## src/inc/fmf_cfg.svh

```systemverilog
// Constants of the finisher mode and motor fault block
`ifndef FMF_CFG_SVH
`define FMF_CFG_SVH
`define FMF_CLK_HZ 25000000
`define FMF_CYC_PER_MS (`FMF_CLK_HZ / 1000)
`define FMF_T_HOME_MS 400
`define FMF_T_STUCK_MS 400
`define FMF_T_AGAIN_MS 400
`define FMF_T_PULSE_MS 400
`define FMF_T_SIDE_MS 400
`define FMF_MS2CYC(ms) ((ms) * `FMF_CYC_PER_MS)
`define FMF_PULSE_REQ 8'h04
`define FMF_A_CTRL 8'h00
`define FMF_A_LIVE 8'h04
`define FMF_A_STAT 8'h08
`define FMF_A_MASK 8'h0c
`define FMF_B_ATTACH 0
`define FMF_B_PUNCH 1
`define FMF_B_SIDE 2
`define FMF_B_JAM 3
`define FMF_B_REFUSE 4
`define FMF_CTRL_RST 2'h0
`define FMF_MASK_RST 5'h00
`define FMF_ZERO24 24'h000000
`endif

```

## src/inc/fmf_pkg.sv

```systemverilog
// Types of the finisher mode and motor fault block
package fmf_pkg;
   typedef enum logic [2:0] {
      FMF_P_IDLE, FMF_P_WAIT_HOME, FMF_P_AT_HOME, FMF_P_AWAY, FMF_P_HALT
   } fmf_pst_t;
   typedef struct packed {
      logic switchback;
      logic staple;
      logic punch;
      logic offset;
   } fmf_mode_t;
   typedef struct packed {
      logic sw_fail;
      logic reg_fail;
      logic feed_fail;
   } fmf_jam_t;
   typedef struct packed {
      fmf_pst_t pst;
      logic [23:0] ptmr;
      logic [23:0] stuck;
      logic [23:0] ptmr2;
      logic [7:0] pcnt;
      logic pls_on;
      logic pls_prev;
      logic [23:0] stmr;
      logic [1:0] ctrl;
      logic [4:0] stat;
      logic [4:0] mask;
      logic attached;
      logic [31:0] rdata;
      logic acc;
      logic refuse;
      logic sb;
   } fmf_state_t;
endpackage : fmf_pkg

```

## src/hdl/fmf_ctrl.sv

```systemverilog
// Finisher delivery mode check and motor fault supervision
//
// Decided for this implementation: the plain strobed port and the placing of the registers.
`timescale 1ns/1ps
`include "fmf_cfg.svh"

module fmf_ctrl #(
   parameter logic [23:0] T_HOME = 24'(`FMF_MS2CYC(`FMF_T_HOME_MS)),
   parameter logic [23:0] T_STUCK = 24'(`FMF_MS2CYC(`FMF_T_STUCK_MS)),
   parameter logic [23:0] T_AGAIN = 24'(`FMF_MS2CYC(`FMF_T_AGAIN_MS)),
   parameter logic [23:0] T_PULSE = 24'(`FMF_MS2CYC(`FMF_T_PULSE_MS)),
   parameter logic [23:0] T_SIDE = 24'(`FMF_MS2CYC(`FMF_T_SIDE_MS)),
   parameter logic [7:0] PULSE_REQ = `FMF_PULSE_REQ
) (
   input wire logic mclk, // System clock
   input wire logic reset_n, // Synchronous reset
   input wire logic [7:0] addr, // Register byte address
   input wire logic [31:0] wdata, // Write data
   input wire logic wr, // Write strobe
   input wire logic rd, // Read strobe
   output logic [31:0] rdata, // Read data, cycle after rd
   output logic irq, // Unmasked status pending
   input wire logic deliv_req, // Delivery request pulse
   input wire fmf_pkg::fmf_mode_t deliv_mode, // Requested mode
   output logic deliv_accept, // Mode accepted pulse
   output logic deliv_refuse, // Mode refused pulse
   output logic feed_switchback, // Route of last accepted
   input wire logic attachment_sensor, // Unit joined to printer
   output logic attached, // Attachment to printer
   input wire logic punch_drive_on, // Punch drive motor running
   input wire logic punch_home_sensor, // Punch at home
   input wire logic punch_pulse_sensor, // Punch clock pulses
   input wire logic side_to_home, // Slide driven toward home
   input wire logic side_from_home, // Slide driven away
   input wire logic slide_home_sensor, // Slide at home
   input wire fmf_pkg::fmf_jam_t jam_motor_fail, // Feed motor failures
   output logic motor_fail, // Latched motor failure
   output logic jam // Latched jam
);
   import fmf_pkg::*;

   fmf_state_t q, d;
   logic fitted, drive, p_fail, s_fail, s_cond, p_edge;
   logic [4:0] set_v, clr_v;

   // Allowed combination for a route and unit variant
   function automatic logic mode_ok(input logic has_punch,
                                    input fmf_mode_t m);
      logic ok;
      ok = 1'b0;
      if (!m.switchback) begin
         ok = !m.staple && !m.punch && !m.offset;
      end else if (m.staple && m.offset) begin
         ok = 1'b0;
      end else begin
         ok = has_punch || !m.punch;
      end
      return ok;
   endfunction

   assign fitted = q.ctrl[0];
   // Only the punch and side slide motors are supervised; roller motors never are
   assign drive = punch_drive_on && fitted;
   assign p_edge = punch_pulse_sensor && !q.pls_prev;
   assign s_cond = fitted && ((side_to_home && !slide_home_sensor) ||
      (side_from_home && slide_home_sensor));

   always_comb begin
      d = q;
      p_fail = 1'b0;
      d.pls_prev = punch_pulse_sensor;
      d.attached = attachment_sensor;
      d.acc = 1'b0;
      d.refuse = 1'b0;
      d.rdata = 32'h00000000;
      if (deliv_req) begin
         if (q.attached && mode_ok(fitted, deliv_mode)) begin
            d.acc = 1'b1;
            d.sb = deliv_mode.switchback;
         end else begin
            d.refuse = 1'b1;
         end
      end
      // Pulse window runs beside the home tracker, only while driven
      if (q.pls_on && drive) begin
         if (p_edge && q.pcnt + 8'h01 >= PULSE_REQ) begin
            d.pls_on = 1'b0;
         end else if (q.ptmr2 == T_PULSE - 24'h000001) begin
            p_fail = 1'b1;
         end else begin
            d.ptmr2 = q.ptmr2 + 24'h000001;
         end
         if (p_edge) begin
            d.pcnt = q.pcnt + 8'h01;
         end
      end
      case (q.pst)
         FMF_P_IDLE: begin
            d.pls_on = 1'b0;
            if (drive) begin
               d.pst = FMF_P_WAIT_HOME;
               d.ptmr = `FMF_ZERO24;
            end
         end
         FMF_P_WAIT_HOME: begin
            if (!drive) begin
               d.pst = FMF_P_IDLE;
            end else if (punch_home_sensor) begin
               d.pst = FMF_P_AT_HOME;
            end else if (q.ptmr == T_HOME - 24'h000001) begin
               p_fail = 1'b1;
            end else begin
               d.ptmr = q.ptmr + 24'h000001;
            end
         end
         FMF_P_AT_HOME: begin
            if (!drive) begin
               d.pst = FMF_P_IDLE;
            end else if (!punch_home_sensor) begin
               d.pst = FMF_P_AWAY;
               d.ptmr = `FMF_ZERO24;
            end else if (q.stuck == T_STUCK - 24'h000001) begin
               p_fail = 1'b1;
            end else begin
               d.stuck = q.stuck + 24'h000001;
            end
         end
         FMF_P_AWAY: begin
            if (!drive) begin
               d.pst = FMF_P_IDLE;
            end else if (punch_home_sensor) begin
               d.pst = FMF_P_AT_HOME;
            end else if (q.ptmr == T_AGAIN - 24'h000001) begin
               p_fail = 1'b1;
            end else begin
               d.ptmr = q.ptmr + 24'h000001;
            end
         end
         default: begin
            // Wait for the drive to drop so one fault is raised per run
            d.pls_on = 1'b0;
            if (!drive) begin
               d.pst = FMF_P_IDLE;
            end
         end
      endcase
      // Each new home detection restarts stuck and pulse windows
      if (drive && punch_home_sensor && !p_fail &&
          (q.pst == FMF_P_WAIT_HOME || q.pst == FMF_P_AWAY)) begin
         d.stuck = `FMF_ZERO24;
         d.pls_on = 1'b1;
         d.ptmr2 = `FMF_ZERO24;
         d.pcnt = 8'h00;
      end
      if (p_fail) begin
         d.pst = FMF_P_HALT;
         d.pls_on = 1'b0;
      end
      // A stopped motor must not trip the pulse window afterwards
      if (!drive) begin
         d.pls_on = 1'b0;
      end
      // Side registration timer holds at its end while the fault stands
      s_fail = 1'b0;
      if (!s_cond) begin
         d.stmr = `FMF_ZERO24;
      end else if (q.stmr == T_SIDE - 24'h000001) begin
         s_fail = 1'b1;
      end else begin
         d.stmr = q.stmr + 24'h000001;
      end
      set_v = 5'h00;
      set_v[`FMF_B_ATTACH] = q.attached != attachment_sensor;
      set_v[`FMF_B_PUNCH] = p_fail;
      set_v[`FMF_B_SIDE] = s_fail;
      set_v[`FMF_B_JAM] = |jam_motor_fail;
      set_v[`FMF_B_REFUSE] = d.refuse;
      clr_v = 5'h00;
      if (wr) begin
         if (addr == `FMF_A_CTRL) begin
            d.ctrl = wdata[1:0];
         end else if (addr == `FMF_A_STAT) begin
            clr_v = wdata[4:0];
         end else if (addr == `FMF_A_MASK) begin
            d.mask = wdata[4:0];
         end
      end
      // Set beats a same-cycle clear so no event is lost
      d.stat = (q.stat & ~clr_v) | set_v;
      if (rd) begin
         if (addr == `FMF_A_CTRL) begin
            d.rdata = {30'h00000000, q.ctrl};
         end else if (addr == `FMF_A_LIVE) begin
            d.rdata = {26'h0000000, q.pst, jam, motor_fail, q.attached};
         end else if (addr == `FMF_A_STAT) begin
            d.rdata = {27'h0000000, q.stat};
         end else if (addr == `FMF_A_MASK) begin
            d.rdata = {27'h0000000, q.mask};
         end
      end
   end

   always_ff @(posedge mclk) begin
      if (!reset_n) begin
         q <= '0;
         q.pst <= FMF_P_IDLE;
         q.ctrl <= `FMF_CTRL_RST;
         q.mask <= `FMF_MASK_RST;
      end else begin
         q <= d;
      end
   end

   assign rdata = q.rdata;
   assign irq = |(q.stat & q.mask);
   assign attached = q.attached;
   assign deliv_accept = q.acc;
   assign deliv_refuse = q.refuse;
   assign feed_switchback = q.sb;
   assign motor_fail = q.stat[`FMF_B_PUNCH] | q.stat[`FMF_B_SIDE];
   assign jam = q.stat[`FMF_B_JAM];
endmodule // fmf_ctrl

```

## config.mk

```make
export PLATFORM = sky130hd
export DESIGN_NAME = fmf_ctrl
export DESIGN_NICKNAME = d
export VERILOG_FILES = /design/src/inc/fmf_pkg.sv /design/src/hdl/fmf_ctrl.sv
export VERILOG_INCLUDE_DIRS = /design/src /design/src/inc
export SDC_FILE = /design/constraint.sdc
export NUM_CORES = 1
export LEC_CHECK = 0
export ABC_AREA = 1
export BUFFER_PORTS_ARGS = -buffer_cell sky130_fd_sc_hd__buf_4
export CORE_ASPECT_RATIO = 0.9
export CORE_MARGIN = 3
export CORE_UTILIZATION = 50
export DETAILED_ROUTE_END_ITERATION = 8
export GPL_TIMING_DRIVEN = 0
export PLACE_DENSITY = 0.78
export SLEW_MARGIN = 0
export SYNTH_ARGS = -nofsm -noshare
export SYNTH_HDL_FRONTEND = slang
export SYNTH_SLANG_ARGS = --single-unit
export TNS_END_PERCENT = 30
```

## constraint.sdc

```tcl
create_clock -name mclk -period 2.6 [get_ports mclk]
set_input_delay 0.39 -clock mclk [delete_from_list [all_inputs] [get_ports mclk]]
set_output_delay 0.39 -clock mclk [all_outputs]
set_load 0.02 [all_outputs]
```

## Word level (Yosys, flattened, before mapping)

Cells that the tools add are included.

| word-level totals | value |
|---|---|
| bits in registers | 157 |
| bits of input ports | 59 |
| output and inout port bits | 39 |

| operators by class | value |
|---|---|
| add/sub/neg operators | 5 |
| $lt $le $gt $ge | 1 |
| equal/unequal tests | 26 |
| muxes and demuxes | 45 |
| bitwise logic cells | 13 |
| reduce and logical (&&, ||, !) cells | 48 |

Operators by type and width:

| cell | count |
|---|---|
| two-way mux 24 bit | 5 |
| adder 24 x 1 -> 24 bit, second input constant | 4 |
| equality test 24 bit, second input constant | 4 |
| one-hot mux 24 bit (3 select lines) | 1 |
| two-way mux 27 bit | 2 |
| two-way mux 48 bit | 1 |
| two-way mux 5 bit | 5 |
| two-way mux 1 bit | 21 |
| equality test 8 x 4 -> 1 bit, second input constant | 2 |
| AND reduction 4 bit | 4 |
| two-way mux 3 bit | 5 |
| logical AND 1 bit | 14 |
| AND reduction 2 bit | 7 |
| OR reduction 3 bit | 4 |
| bitwise AND 5 bit | 2 |
| inequality test 2 bit, second input constant | 5 |
| OR reduction 5 bit | 2 |
| inequality test 3 bit, second input constant | 3 |
| one-hot mux 3 bit (3 select lines) | 1 |
| adder 8 x 1 -> 8 bit, second input constant | 1 |
| equality test 8 x 3 -> 1 bit, second input constant | 1 |
| >= comparator 8 x 3 -> 1 bit, second input constant | 1 |
| zero test 8 bit | 1 |
| NOT 1 bit | 8 |
| other kinds (22) | 34 |

## Logic depth before layout (Yosys ltp)

Gate-level depths: netlist of the first run.

| depth | value |
|---|---|
| word-level depth | 14 |
| gate-level depth with buffers | 16 |
| gate-level depth less buffers | 14 |

## Worst setup path after synthesis of the first run

Ideal clock, no wire load.

| timing | value |
|---|---|
| path type | register to register |
| start | register q[74] (netlist bit) |
| end | register q[76] (netlist bit) |
| data arrival time | 1.833 ns |
| required time | 2.538 ns |
| path slack | 0.706 ns |
| stages on the path, launching flop included | 16 |
| path buffers | 2 |
| cells stage by stage | dfxtp_1 -> ha_1 -> nand3_1 -> o21bai_1 -> nand2_1 -> nor2_1 -> nand3_2 -> nand2_4 -> nand3_2 -> nand2_1 -> nand3_2 -> nand3_2 -> nand2_2 -> buf_6 -> buf_12 -> nor2_4 |

| on the way | value |
|---|---|
| longest elaborated chain between the ends | 13 |
| elaborated cells on any way between the ends | 16 |
| classes of those cells | 1 x add/sub; 1 x order compare; 9 x mux; 5 x reduce/logical |

RTL lines:

| item | RTL line | text |
|---|---|---|
| start, declared | fmf_ctrl.sv:42 | `fmf_state_t q, d;` |
| adder 8 x 1 -> 8 bit * | fmf_ctrl.sv:86, fmf_ctrl.sv:94 |  |
| >= comparator 8 x 3 -> 1 bit | fmf_ctrl.sv:86 | `if (p_edge && q.pcnt + 8'h01 >= PULSE_REQ) begin` |
| logical AND 1 bit | fmf_ctrl.sv:86 |  |
| two-way mux 1 bit | fmf_ctrl.sv:86 |  |
| two-way mux 1 bit | fmf_ctrl.sv:85 | `if (q.pls_on && drive) begin` |
| two-way mux 1 bit (on tied branches) | fmf_ctrl.sv:110, fmf_ctrl.sv:133, fmf_ctrl.sv:122 |  |
| two-way mux 1 bit (on tied branches) | fmf_ctrl.sv:108, fmf_ctrl.sv:119 |  |
| two-way mux 1 bit (on tied branches) | fmf_ctrl.sv:129, fmf_ctrl.sv:117 |  |
| one-hot mux 1 bit (2 select lines) | fmf_ctrl.sv:97 | `case (q.pst)` |
| zero test 1 bit | fmf_ctrl.sv:148 | `if (drive && punch_home_sensor && !p_fail &&` |
| logical AND 1 bit (2 in series) | fmf_ctrl.sv:148 |  |
| OR reduction 2 bit (no line) | n/a |  |

Mark *: on every way between the ends. The rest lies on a longest branch, timed or not.
A chain may end at the register's enable or synchronous reset.

## Worst setup path after layout of the first run

| timing | value |
|---|---|
| start | register q[130] (netlist bit) |
| end | register q[138] (netlist bit) |

| on the way | value |
|---|---|
| longest elaborated chain between the ends | 5 |
| elaborated cells on any way between the ends | 8 |
| classes of those cells | 1 x add/sub; 2 x eq/ne; 4 x mux; 1 x reduce/logical |

RTL lines:

| item | RTL line | text |
|---|---|---|
| adder 24 x 1 -> 24 bit | fmf_ctrl.sv:113, fmf_ctrl.sv:136 |  |
| two-way mux 24 bit | fmf_ctrl.sv:110, fmf_ctrl.sv:133 |  |
| two-way mux 24 bit | fmf_ctrl.sv:108 | `end else if (punch_home_sensor) begin` |
| two-way mux 24 bit | fmf_ctrl.sv:106 | `if (!drive) begin` |
| one-hot mux 24 bit (3 select lines) | fmf_ctrl.sv:97 |  |

Parallel ways exist; a longest one is shown, timed or not. The select of a mux whose other input is x is not followed.

==> results of run 1 <==
-- cells by family after synthesis --
| logic type | Yosys count | share of synthesized area |
|---|---|---|
| AND/OR/NAND/NOR | 587 | 0.364 |
| buffers and inverters | 247 | 0.141 |
| AO/OA/AOI/OAI | 134 | 0.0900 |
| flip-flops | 131 | 0.325 |
| XOR/XNOR | 62 | 0.0674 |
| adder cells (fa/ha/maj) | 5 | 0.00776 |
| multiplexers | 3 | 0.00373 |
| other | 1 | 0.000465 |
-- per-stage QoR --
step	power, µW	std cells	utilization
5_1_grt	4840	1470	0.597
3_3_place_gp	2320	1440	0.559
2_1_floorplan	2240	1195	-
4_1_cts	4730	1470	0.597
6_report	4700	1470	0.597
3_5_place_dp	2320	1440	0.559
-- state kept, by name, summed over array words and instances (netlist names) --
signal / flops
jam: 1
fitted: 1
deliv_accept: 1
rdata: 6
feed_switchback: 1
deliv_refuse: 1
attached: 1
q: 119
-- critical path, cell delays in order (launching register included) --
cell and delay, ps:
dfxtp_1 390, ha_1 250, nand2_1 100, nor2_1 220, nand2_1 180, inv_1 80, nand3_1 80, nand2_1 80
nand2_1 50, nand2_1 250, buf_2 310, nor3_1 70, nor3b_1 200
-- synthesized netlist by cell type, types with 33 or more instances --
library cell and number:
dfxtp_1 131, buf_4 33, nand3_1 61, nor2_1 127, nand2_1 228, o21ai_0 53
nand4_1 41, inv_1 175, a21oi_1 54, nor2_4 40, xor2_1 52, nor3_1 43
-- metal layers --
layer  wire [µm]  vias to the layer above  GRT usage
met5           0                        -          0
met4         221                        0     0.0541
met3        1100                       24     0.0418
met2        8540                      236      0.339
met1        8790                     3413      0.290
li1            -                     3867          -
-- power breakdown --
| part | internal, µW | switching, µW | total (µW) |
|---|---|---|---|
| Sequential | 2020 | 8.84 | 2030 |
| Combinational | 97.8 | 154 | 252 |
| Clock | 1500 | 923 | 2420 |
| Total | 3610 | 1090 | 4700 |
-- area by class of cell --
class | count | share of cell area
Multi-Input combinational cell | 817 | 0.471
Sequential cell | 131 | 0.281
Inverter | 188 | 0.0757
Buffer | 59 | 0.0466
Clock buffer | 17 | 0.0457
Timing Repair Buffer | 43 | 0.0346
Tap cell | 202 | 0.0271
Clock inverter | 13 | 0.0175
-- path summary, 6_finish.rpt --
check                          startpoint                           end  slack [ps]  cells after the start
max                   q[130]$_SDFFE_PN0P_           q[138]$_SDFFE_PN0P_         260                     12
min reg2reg  feed_switchback$_SDFFE_PN0P_  feed_switchback$_SDFFE_PN0P_         460                      2
max reg2reg           q[130]$_SDFFE_PN0P_           q[138]$_SDFFE_PN0P_         260                     12
min                     attachment_sensor           attached$_SDFF_PN0_         180                      3
==> results.cfg, run 1 <==
[clocking]
root_buffer = clkbuf_16
cts_sinks = 131
clock_path_buffers = 2
clk_pin_slew_ps = 60
cts_made_buffers = 17
cts-resized-gates = 0
h-tree-depth = 4
cts_tree = built
cts_hold_buffers = 0
cts_setup_buffers = 0
clkLatencyLatePin_ps = 420

[sta]
worst_slack_ps = 259
final.period_utilization = 0.901
relSlewSlack = 0.453
tns_ps = 0
hold_slack_ps = 178
max_freq_ghz = 0.427
rsz0062_at_grt = no
min_period_ps = 2340
worst_slew_pin_slew_ps = 813
hold_violations = 0
fin_worst_skew_ps = 14.1
finalSetupViolations = 0
slew_violations = 0

[logic_synthesis]
synth_cells = 1170
synth_top_area_frac = 0.325
syn_area_mm2 = 0.00806
syn_avg_cell_area_um2 = 6.89
ys_warn_count = 0
ys_types = 48
synth-async-reset-ratio = 0
synthTopCellsByArea = dfxtp_1 33%, nand2_1 11%, inv_1 8.2%, nor2_1 5.9%, xor2_1 5.7%
ys_seq_elements = 131
synthFlopType = dfxtp_1
yosysTopAreaCell = dfxtp_1
synth_enable_flop_cells = 0
yosysSeqAreaShare = 0.325

[pwr]
power_density_mw_per_mm2 = 504
ir_drop_v = 0.000483
p_leak_uw = 0.00341

[finish]
final_common_cell = nand2_1
syn_to_final_growth_pct = 15.6
fin_nets = 1321
regArea_mm2 = 0.00262
n_antenna_cell = 0
num-fill-cells = 1448
layout_common_cells = 228 x nand2_1, 175 x inv_1, 131 x dfxtp_1
drive_above_1_share = 0.152
multi_input_area_mm2 = 0.00439
final_area_mm2 = 0.00932

[worst_setup_path]
worstPathRequired_ps = 2940
end_kind = register
crit_type = register to register
cp_max_fo = 10
start_kind = register
crit_arrival_ps = 2680

[place]
dp_hpwl_um = 13600
place.gp.congestion = 0.994
portBuffers = 43
post-place-ws_ps = 336
placed_area_mm2 = 0.00873

[global_route]
grt_start_max_net_pins = 17
grt_antenna_before_repair = 0
overflow = 0
grt_pass1_vias = 6782
grt_usage = 0.210
grt_pass1_wl_um = 31500

[routing]
routed_via_density = 5.13
routed_wl_um = 18700
drtIter0Drc = 587
ant_nets = 0
drc = 0
num_vias = 7540
wl_per_cell_um = 12.7
firstDrtPassIters = 5

[die]
ioPinCount = 98
rows = 43
die_area_mm2 = 0.0177
core_area_mm2 = 0.0156
start_util = 0.517
die_x_um = 140
die_y_um = 126

[min_path]
hold_class = primary input to register

[run]
maxCapViolCount = 0

[status]
outcome = finished, final reports clean
Note: power is estimated with default switching activity, not from simulation.
==> run 2, diff against run 1 <==
--- a/config.mk
+++ b/config.mk
@@ -8,12 +8,14 @@
 export LEC_CHECK = 0
 export ABC_AREA = 1
 export BUFFER_PORTS_ARGS = -buffer_cell sky130_fd_sc_hd__buf_4
+export CELL_PAD_IN_SITES_DETAIL_PLACEMENT = 1
+export CELL_PAD_IN_SITES_GLOBAL_PLACEMENT = 2
 export CORE_ASPECT_RATIO = 0.9
 export CORE_MARGIN = 3
-export CORE_UTILIZATION = 50
+export CORE_UTILIZATION = 33
 export DETAILED_ROUTE_END_ITERATION = 8
 export GPL_TIMING_DRIVEN = 0
-export PLACE_DENSITY = 0.78
+export PLACE_DENSITY = 0.89
 export SLEW_MARGIN = 0
 export SYNTH_ARGS = -nofsm -noshare
 export SYNTH_HDL_FRONTEND = slang
==> results.cfg, run 2 (synthesized netlist as in run 1, its figures left out) <==
[status]
outcome = finished, final reports clean

[finish]
layout.cells.non_filler = 1572
regMostFlops = q
num-fill-cells = 3025
largest_register_ffs = 119
syn_to_final_growth_pct = 17.0
final_common_cell = nand2_1
n_antenna_cell = 0
drive_above_1_share = 0.155
fin_nets = 1321
layout_common_cells = 227 x nand2_1, 175 x inv_1, 131 x dfxtp_1
regArea_mm2 = 0.00262
multi_input_area_mm2 = 0.00440

[sta]
finalSetupViolations = 0
relSlewSlack = 0.359
max_freq_ghz = 0.435
slew_violations = 0
hold_violations = 0
fin_worst_skew_ps = 15.8
tns_ps = 0
final.period_utilization = 0.884
min_period_ps = 2300
worst_slew_pin_slew_ps = 952
rsz0062_at_grt = no

[die]
core_area_mm2 = 0.0237
die_y_um = 154
start_util = 0.340
die_x_um = 171
ioPinCount = 98
rows = 53
die_area_mm2 = 0.0263

[global_route]
grt_pass1_vias = 7741
grt_antenna_before_repair = 0
grt_start_max_net_pins = 17
grt_pass1_wl_um = 37900
grt_usage = 0.174
overflow = 0

[routing]
ant_nets = 0
num_vias = 7514
drtIter0Drc = 323
firstDrtPassIters = 4
wl_per_cell_um = 14.0
drc = 0
routed_via_density = 4.78
routed_wl_um = 22000

[place]
portBuffers = 43
numPlacedInstances = 1540
dp_hpwl_um = 17100
place.gp.congestion = 0.855

[worst_setup_path]
end_kind = register
critical-path-max-stage-delay_ps = 410
start_kind = register
crit_type = register to register
cp_common_cell = nand2_1
worstPathRequired_ps = 2890
slowest_stage = dfxtp_1
cp_max_fo = 10
crit_arrival_ps = 2590
crit_chain = ha_1 > nand2_1 > nor2_2 > nand2_1 > inv_1 > nand3_1 > nand2_1 > nand2_1 > nand2_2 > inv_2 > clkbuf_1 > nand2_1 > a21oi_1

[min_path]
hold_class = primary input to register

[clocking]
cts_tree = built
root_buffer = clkbuf_16
clk_pin_slew_ps = 70
cts_setup_buffers = 0
clock_path_buffers = 2
h-tree-depth = 4
cts_made_buffers = 17
clkLatencyLatePin_ps = 440
cts_sinks = 131

[run]
maxCapViolCount = 0

[pwr]
power_density_mw_per_mm2 = 492
ir_drop_v = 0.000325
p_leak_uw = 0.00341
## run 2: cell count changes in the layout (fill, tap and decap cells not counted), sizes merged
cell,delta
clkinvlp,-1
clkbuf,+1
clkinv,-5
bufinv,-3
inv,+10
## run 2: repair_timing
action,in CTS,in global routing
hold buffers,0,0
endpoints found under the setup margin,0,62
gates resized for setup,0,2
## run 2: final cells by class
type,instances,area share
timing repair buffer,43,0.0342
clock inverter,14,0.0138
buffer,59,0.0461
multi-input combinational,817,0.466
tap,302,0.0401
sequential,131,0.278
inverter,188,0.0749
clock buffer,18,0.0466
## run 2: worst max-delay path: cells and delay by family, from the launching register on
family                   cells  cell delay [ps]
buffers and inverters        3              400
AO/OA/AOI/OAI                1               70
adder cells (fa/ha/maj)      1              260
flip-flops                   1              410
AND/OR/NAND/NOR              8             1000
## run 2: worst paths after layout
check / start / to / depth (start not counted) / slack [ps]
max: q[130]$_SDFFE_PN0P_ / q[152]$_SDFFE_PN0P_ / 13 / 300
min reg2reg: q[68]$_SDFFE_PN0P_ / q[68]$_SDFFE_PN0P_ / 1 / 460
min: attachment_sensor / attached$_SDFF_PN0_ / 3 / 160
max reg2reg: q[130]$_SDFFE_PN0P_ / q[152]$_SDFFE_PN0P_ / 13 / 300
## run 2: metal layers
layer | GRT usage | part of all wire | up-vias
li1 | - | - | 3865
met1 | 0.236 | 0.49 | 3536
met2 | 0.284 | 0.46 | 98
met3 | 0.0414 | 0.038 | 15
met4 | 0.0359 | 0.0085 | 0
met5 | 0 | 0 | -
## run 2: power breakdown
part	leakage, µW	switching (µW)	internal [µW]	total (µW)
sequential	0.00106	9.13	2020	2030
combinational	0.00207	160	98.2	259
clock	0.000277	1060	1290	2350
total	0.00341	1230	3410	4630
## run 2: metrics by stage
stage          hold slack, ps  utilization  power, µW  worst slack (ps)  cell area, µm²
3_5_place_dp              442        0.374       2330              90.2            8850
4_1_cts                   146        0.398       4700              60.2            9420
5_1_grt                   167        0.398       4830              18.9            9430
2_1_floorplan             423            -       2240               706            8150
6_report                  162        0.398       4630               301            9430
3_3_place_gp              438        0.374       2330               102            8850
==> run 3, diff against run 2 <==
--- a/config.mk
+++ b/config.mk
@@ -13,6 +13,7 @@
 export CORE_ASPECT_RATIO = 0.9
 export CORE_MARGIN = 3
 export CORE_UTILIZATION = 33
+export CTS_BUF_LIST = sky130_fd_sc_hd__clkbuf_16
 export DETAILED_ROUTE_END_ITERATION = 8
 export GPL_TIMING_DRIVEN = 0
 export PLACE_DENSITY = 0.89
==> results.cfg, run 3 (synthesized netlist as in run 1, its figures left out) <==
[sta]
tns_ps = 0
final.period_utilization = 0.889
finalSetupViolations = 0
hold_violations = 0
fin_worst_skew_ps = 16.3
worst_slack_ps = 288
max_freq_ghz = 0.433
rsz0062_at_grt = no
relSlewSlack = 0.358
worst_slew_pin_slew_ps = 954
slew_violations = 0
min_period_ps = 2310

[global_route]
overflow = 0
grt_pass1_wl_um = 37900
grt_usage = 0.175
grt_antenna_before_repair = 0
grt_start_max_net_pins = 17
grt_pass1_vias = 7747

[finish]
drive_above_1_share = 0.154
syn_to_final_growth_pct = 16.9
final_common_cell = nand2_1
largest_register_ffs = 119
n_antenna_cell = 0
num-fill-cells = 3026
final_util = 0.398
multi_input_area_mm2 = 0.00440
regArea_mm2 = 0.00262
regMostFlops = q
fin_nets = 1321
layout_common_cells = 227 x nand2_1, 175 x inv_1, 131 x dfxtp_1

[worst_setup_path]
end_kind = register
start_kind = register
cp_max_fo = 10
r2r_start = q[130]$_SDFFE_PN0P_
worstPathRequired_ps = 2890
crit_start = q[130]$_SDFFE_PN0P_
crit_type = register to register
crit_arrival_ps = 2600

[clocking]
cts_made_buffers = 17
cts_setup_buffers = 0
root_buffer = clkbuf_16
cts_tree = built
cts_sinks = 131
cts_hold_buffers = 0
clk_pin_slew_ps = 70
cts-resized-gates = 0
clock_path_buffers = 2
clkLatencyLatePin_ps = 440
h-tree-depth = 4

[place]
dp_hpwl_um = 17100
place.gp.congestion = 0.855
post-place-ws_ps = 90.2
portBuffers = 43

[pwr]
internal_power_uw = 3380
p_leak_uw = 0.00340
pwr-share-seq = 0.440
p_sw_uw = 1220
clockPowerShare = 0.504
combPwrFrac = 0.056
p_sw_frac = 0.266
power_density_mw_per_mm2 = 489
ir_drop_v = 0.000326

[routing]
firstDrtPassIters = 4
ant_nets = 0
routed_wl_um = 22000
drc = 0
drtIter0Drc = 332
num_vias = 7526
wl_per_cell_um = 14.0
routed_via_density = 4.79

[die]
die_area_mm2 = 0.0263
ioPinCount = 98
rows = 53
die_y_um = 154
core_area_mm2 = 0.0237
start_util = 0.340
die_x_um = 171

[min_path]
worstHoldStart = attachment_sensor
hold_class = primary input to register

[run]
maxCapViolCount = 0

[status]
outcome = finished, final reports clean
[run 3: cell count changes in the layout (fill, tap and decap cells not counted)]
| cell | change |
|---|---|
| clkinv_1 | +1 |
| clkbuf_8 | -1 |
[run 3: worst max-delay path, stage by stage, from the launching register on]
cell and delay, ps:
dfxtp_1 410, ha_1 260, nand2_1 110, nor2_2 180, nand2_1 150, inv_1 80, nand3_1 70, nand2_1 70
nand2_1 60, nand2_2 210, inv_2 60, clkbuf_1 270, nand2_1 150, a21oi_1 70
[run 3: worst paths after layout]
| check | slack (ps) | endpoint | cells after the start |
|---|---|---|---|
| hold reg to reg | 460 | q[68]$_SDFFE_PN0P_ | 1 |
| setup reg to reg | 290 | q[152]$_SDFFE_PN0P_ | 13 |
| setup / recovery | 290 | q[152]$_SDFFE_PN0P_ | 13 |
| hold / removal | 160 | attached$_SDFF_PN0_ | 3 |
[run 3: per-stage QoR]
stage / power, µW / area, µm² / hold WS (ps) / cells
floorplan: 2240 / 8150 / 423 / 1195
global placement: 2330 / 8850 / 438 / 1540
detailed placement: 2330 / 8850 / 442 / 1540
CTS: 4680 / 9410 / 145 / 1572
global route: 4800 / 9420 / 165 / 1572
finish: 4600 / 9420 / 160 / 1572
[run 3: layer usage]
metal / global-route usage / up-vias / part of all wire
met3: 0.0414 / 15 / 0.039
met2: 0.284 / 96 / 0.46
li1: - / 3865 / -
met1: 0.236 / 3550 / 0.49
met5: 0 / - / 0
met4: 0.0359 / 0 / 0.0086
[run 3: power by group through the flow]
stage	combinational [µW]	clock, µW	sequential, µW
after floorplan	172	0	2070
after global routing	283	2490	2030
after CTS	259	2390	2030
after global placement	255	0	2070
final	258	2320	2030
after detailed placement	259	0	2070
[run 3: cell type report]
type / instances / share of cell area
Sequential cell: 131 / 0.278
Multi-Input combinational cell: 817 / 0.467
Clock buffer: 17 / 0.0452
Timing Repair Buffer: 43 / 0.0343
Inverter: 188 / 0.0749
Clock inverter: 15 / 0.0142
Buffer: 59 / 0.0461
Tap cell: 302 / 0.0401
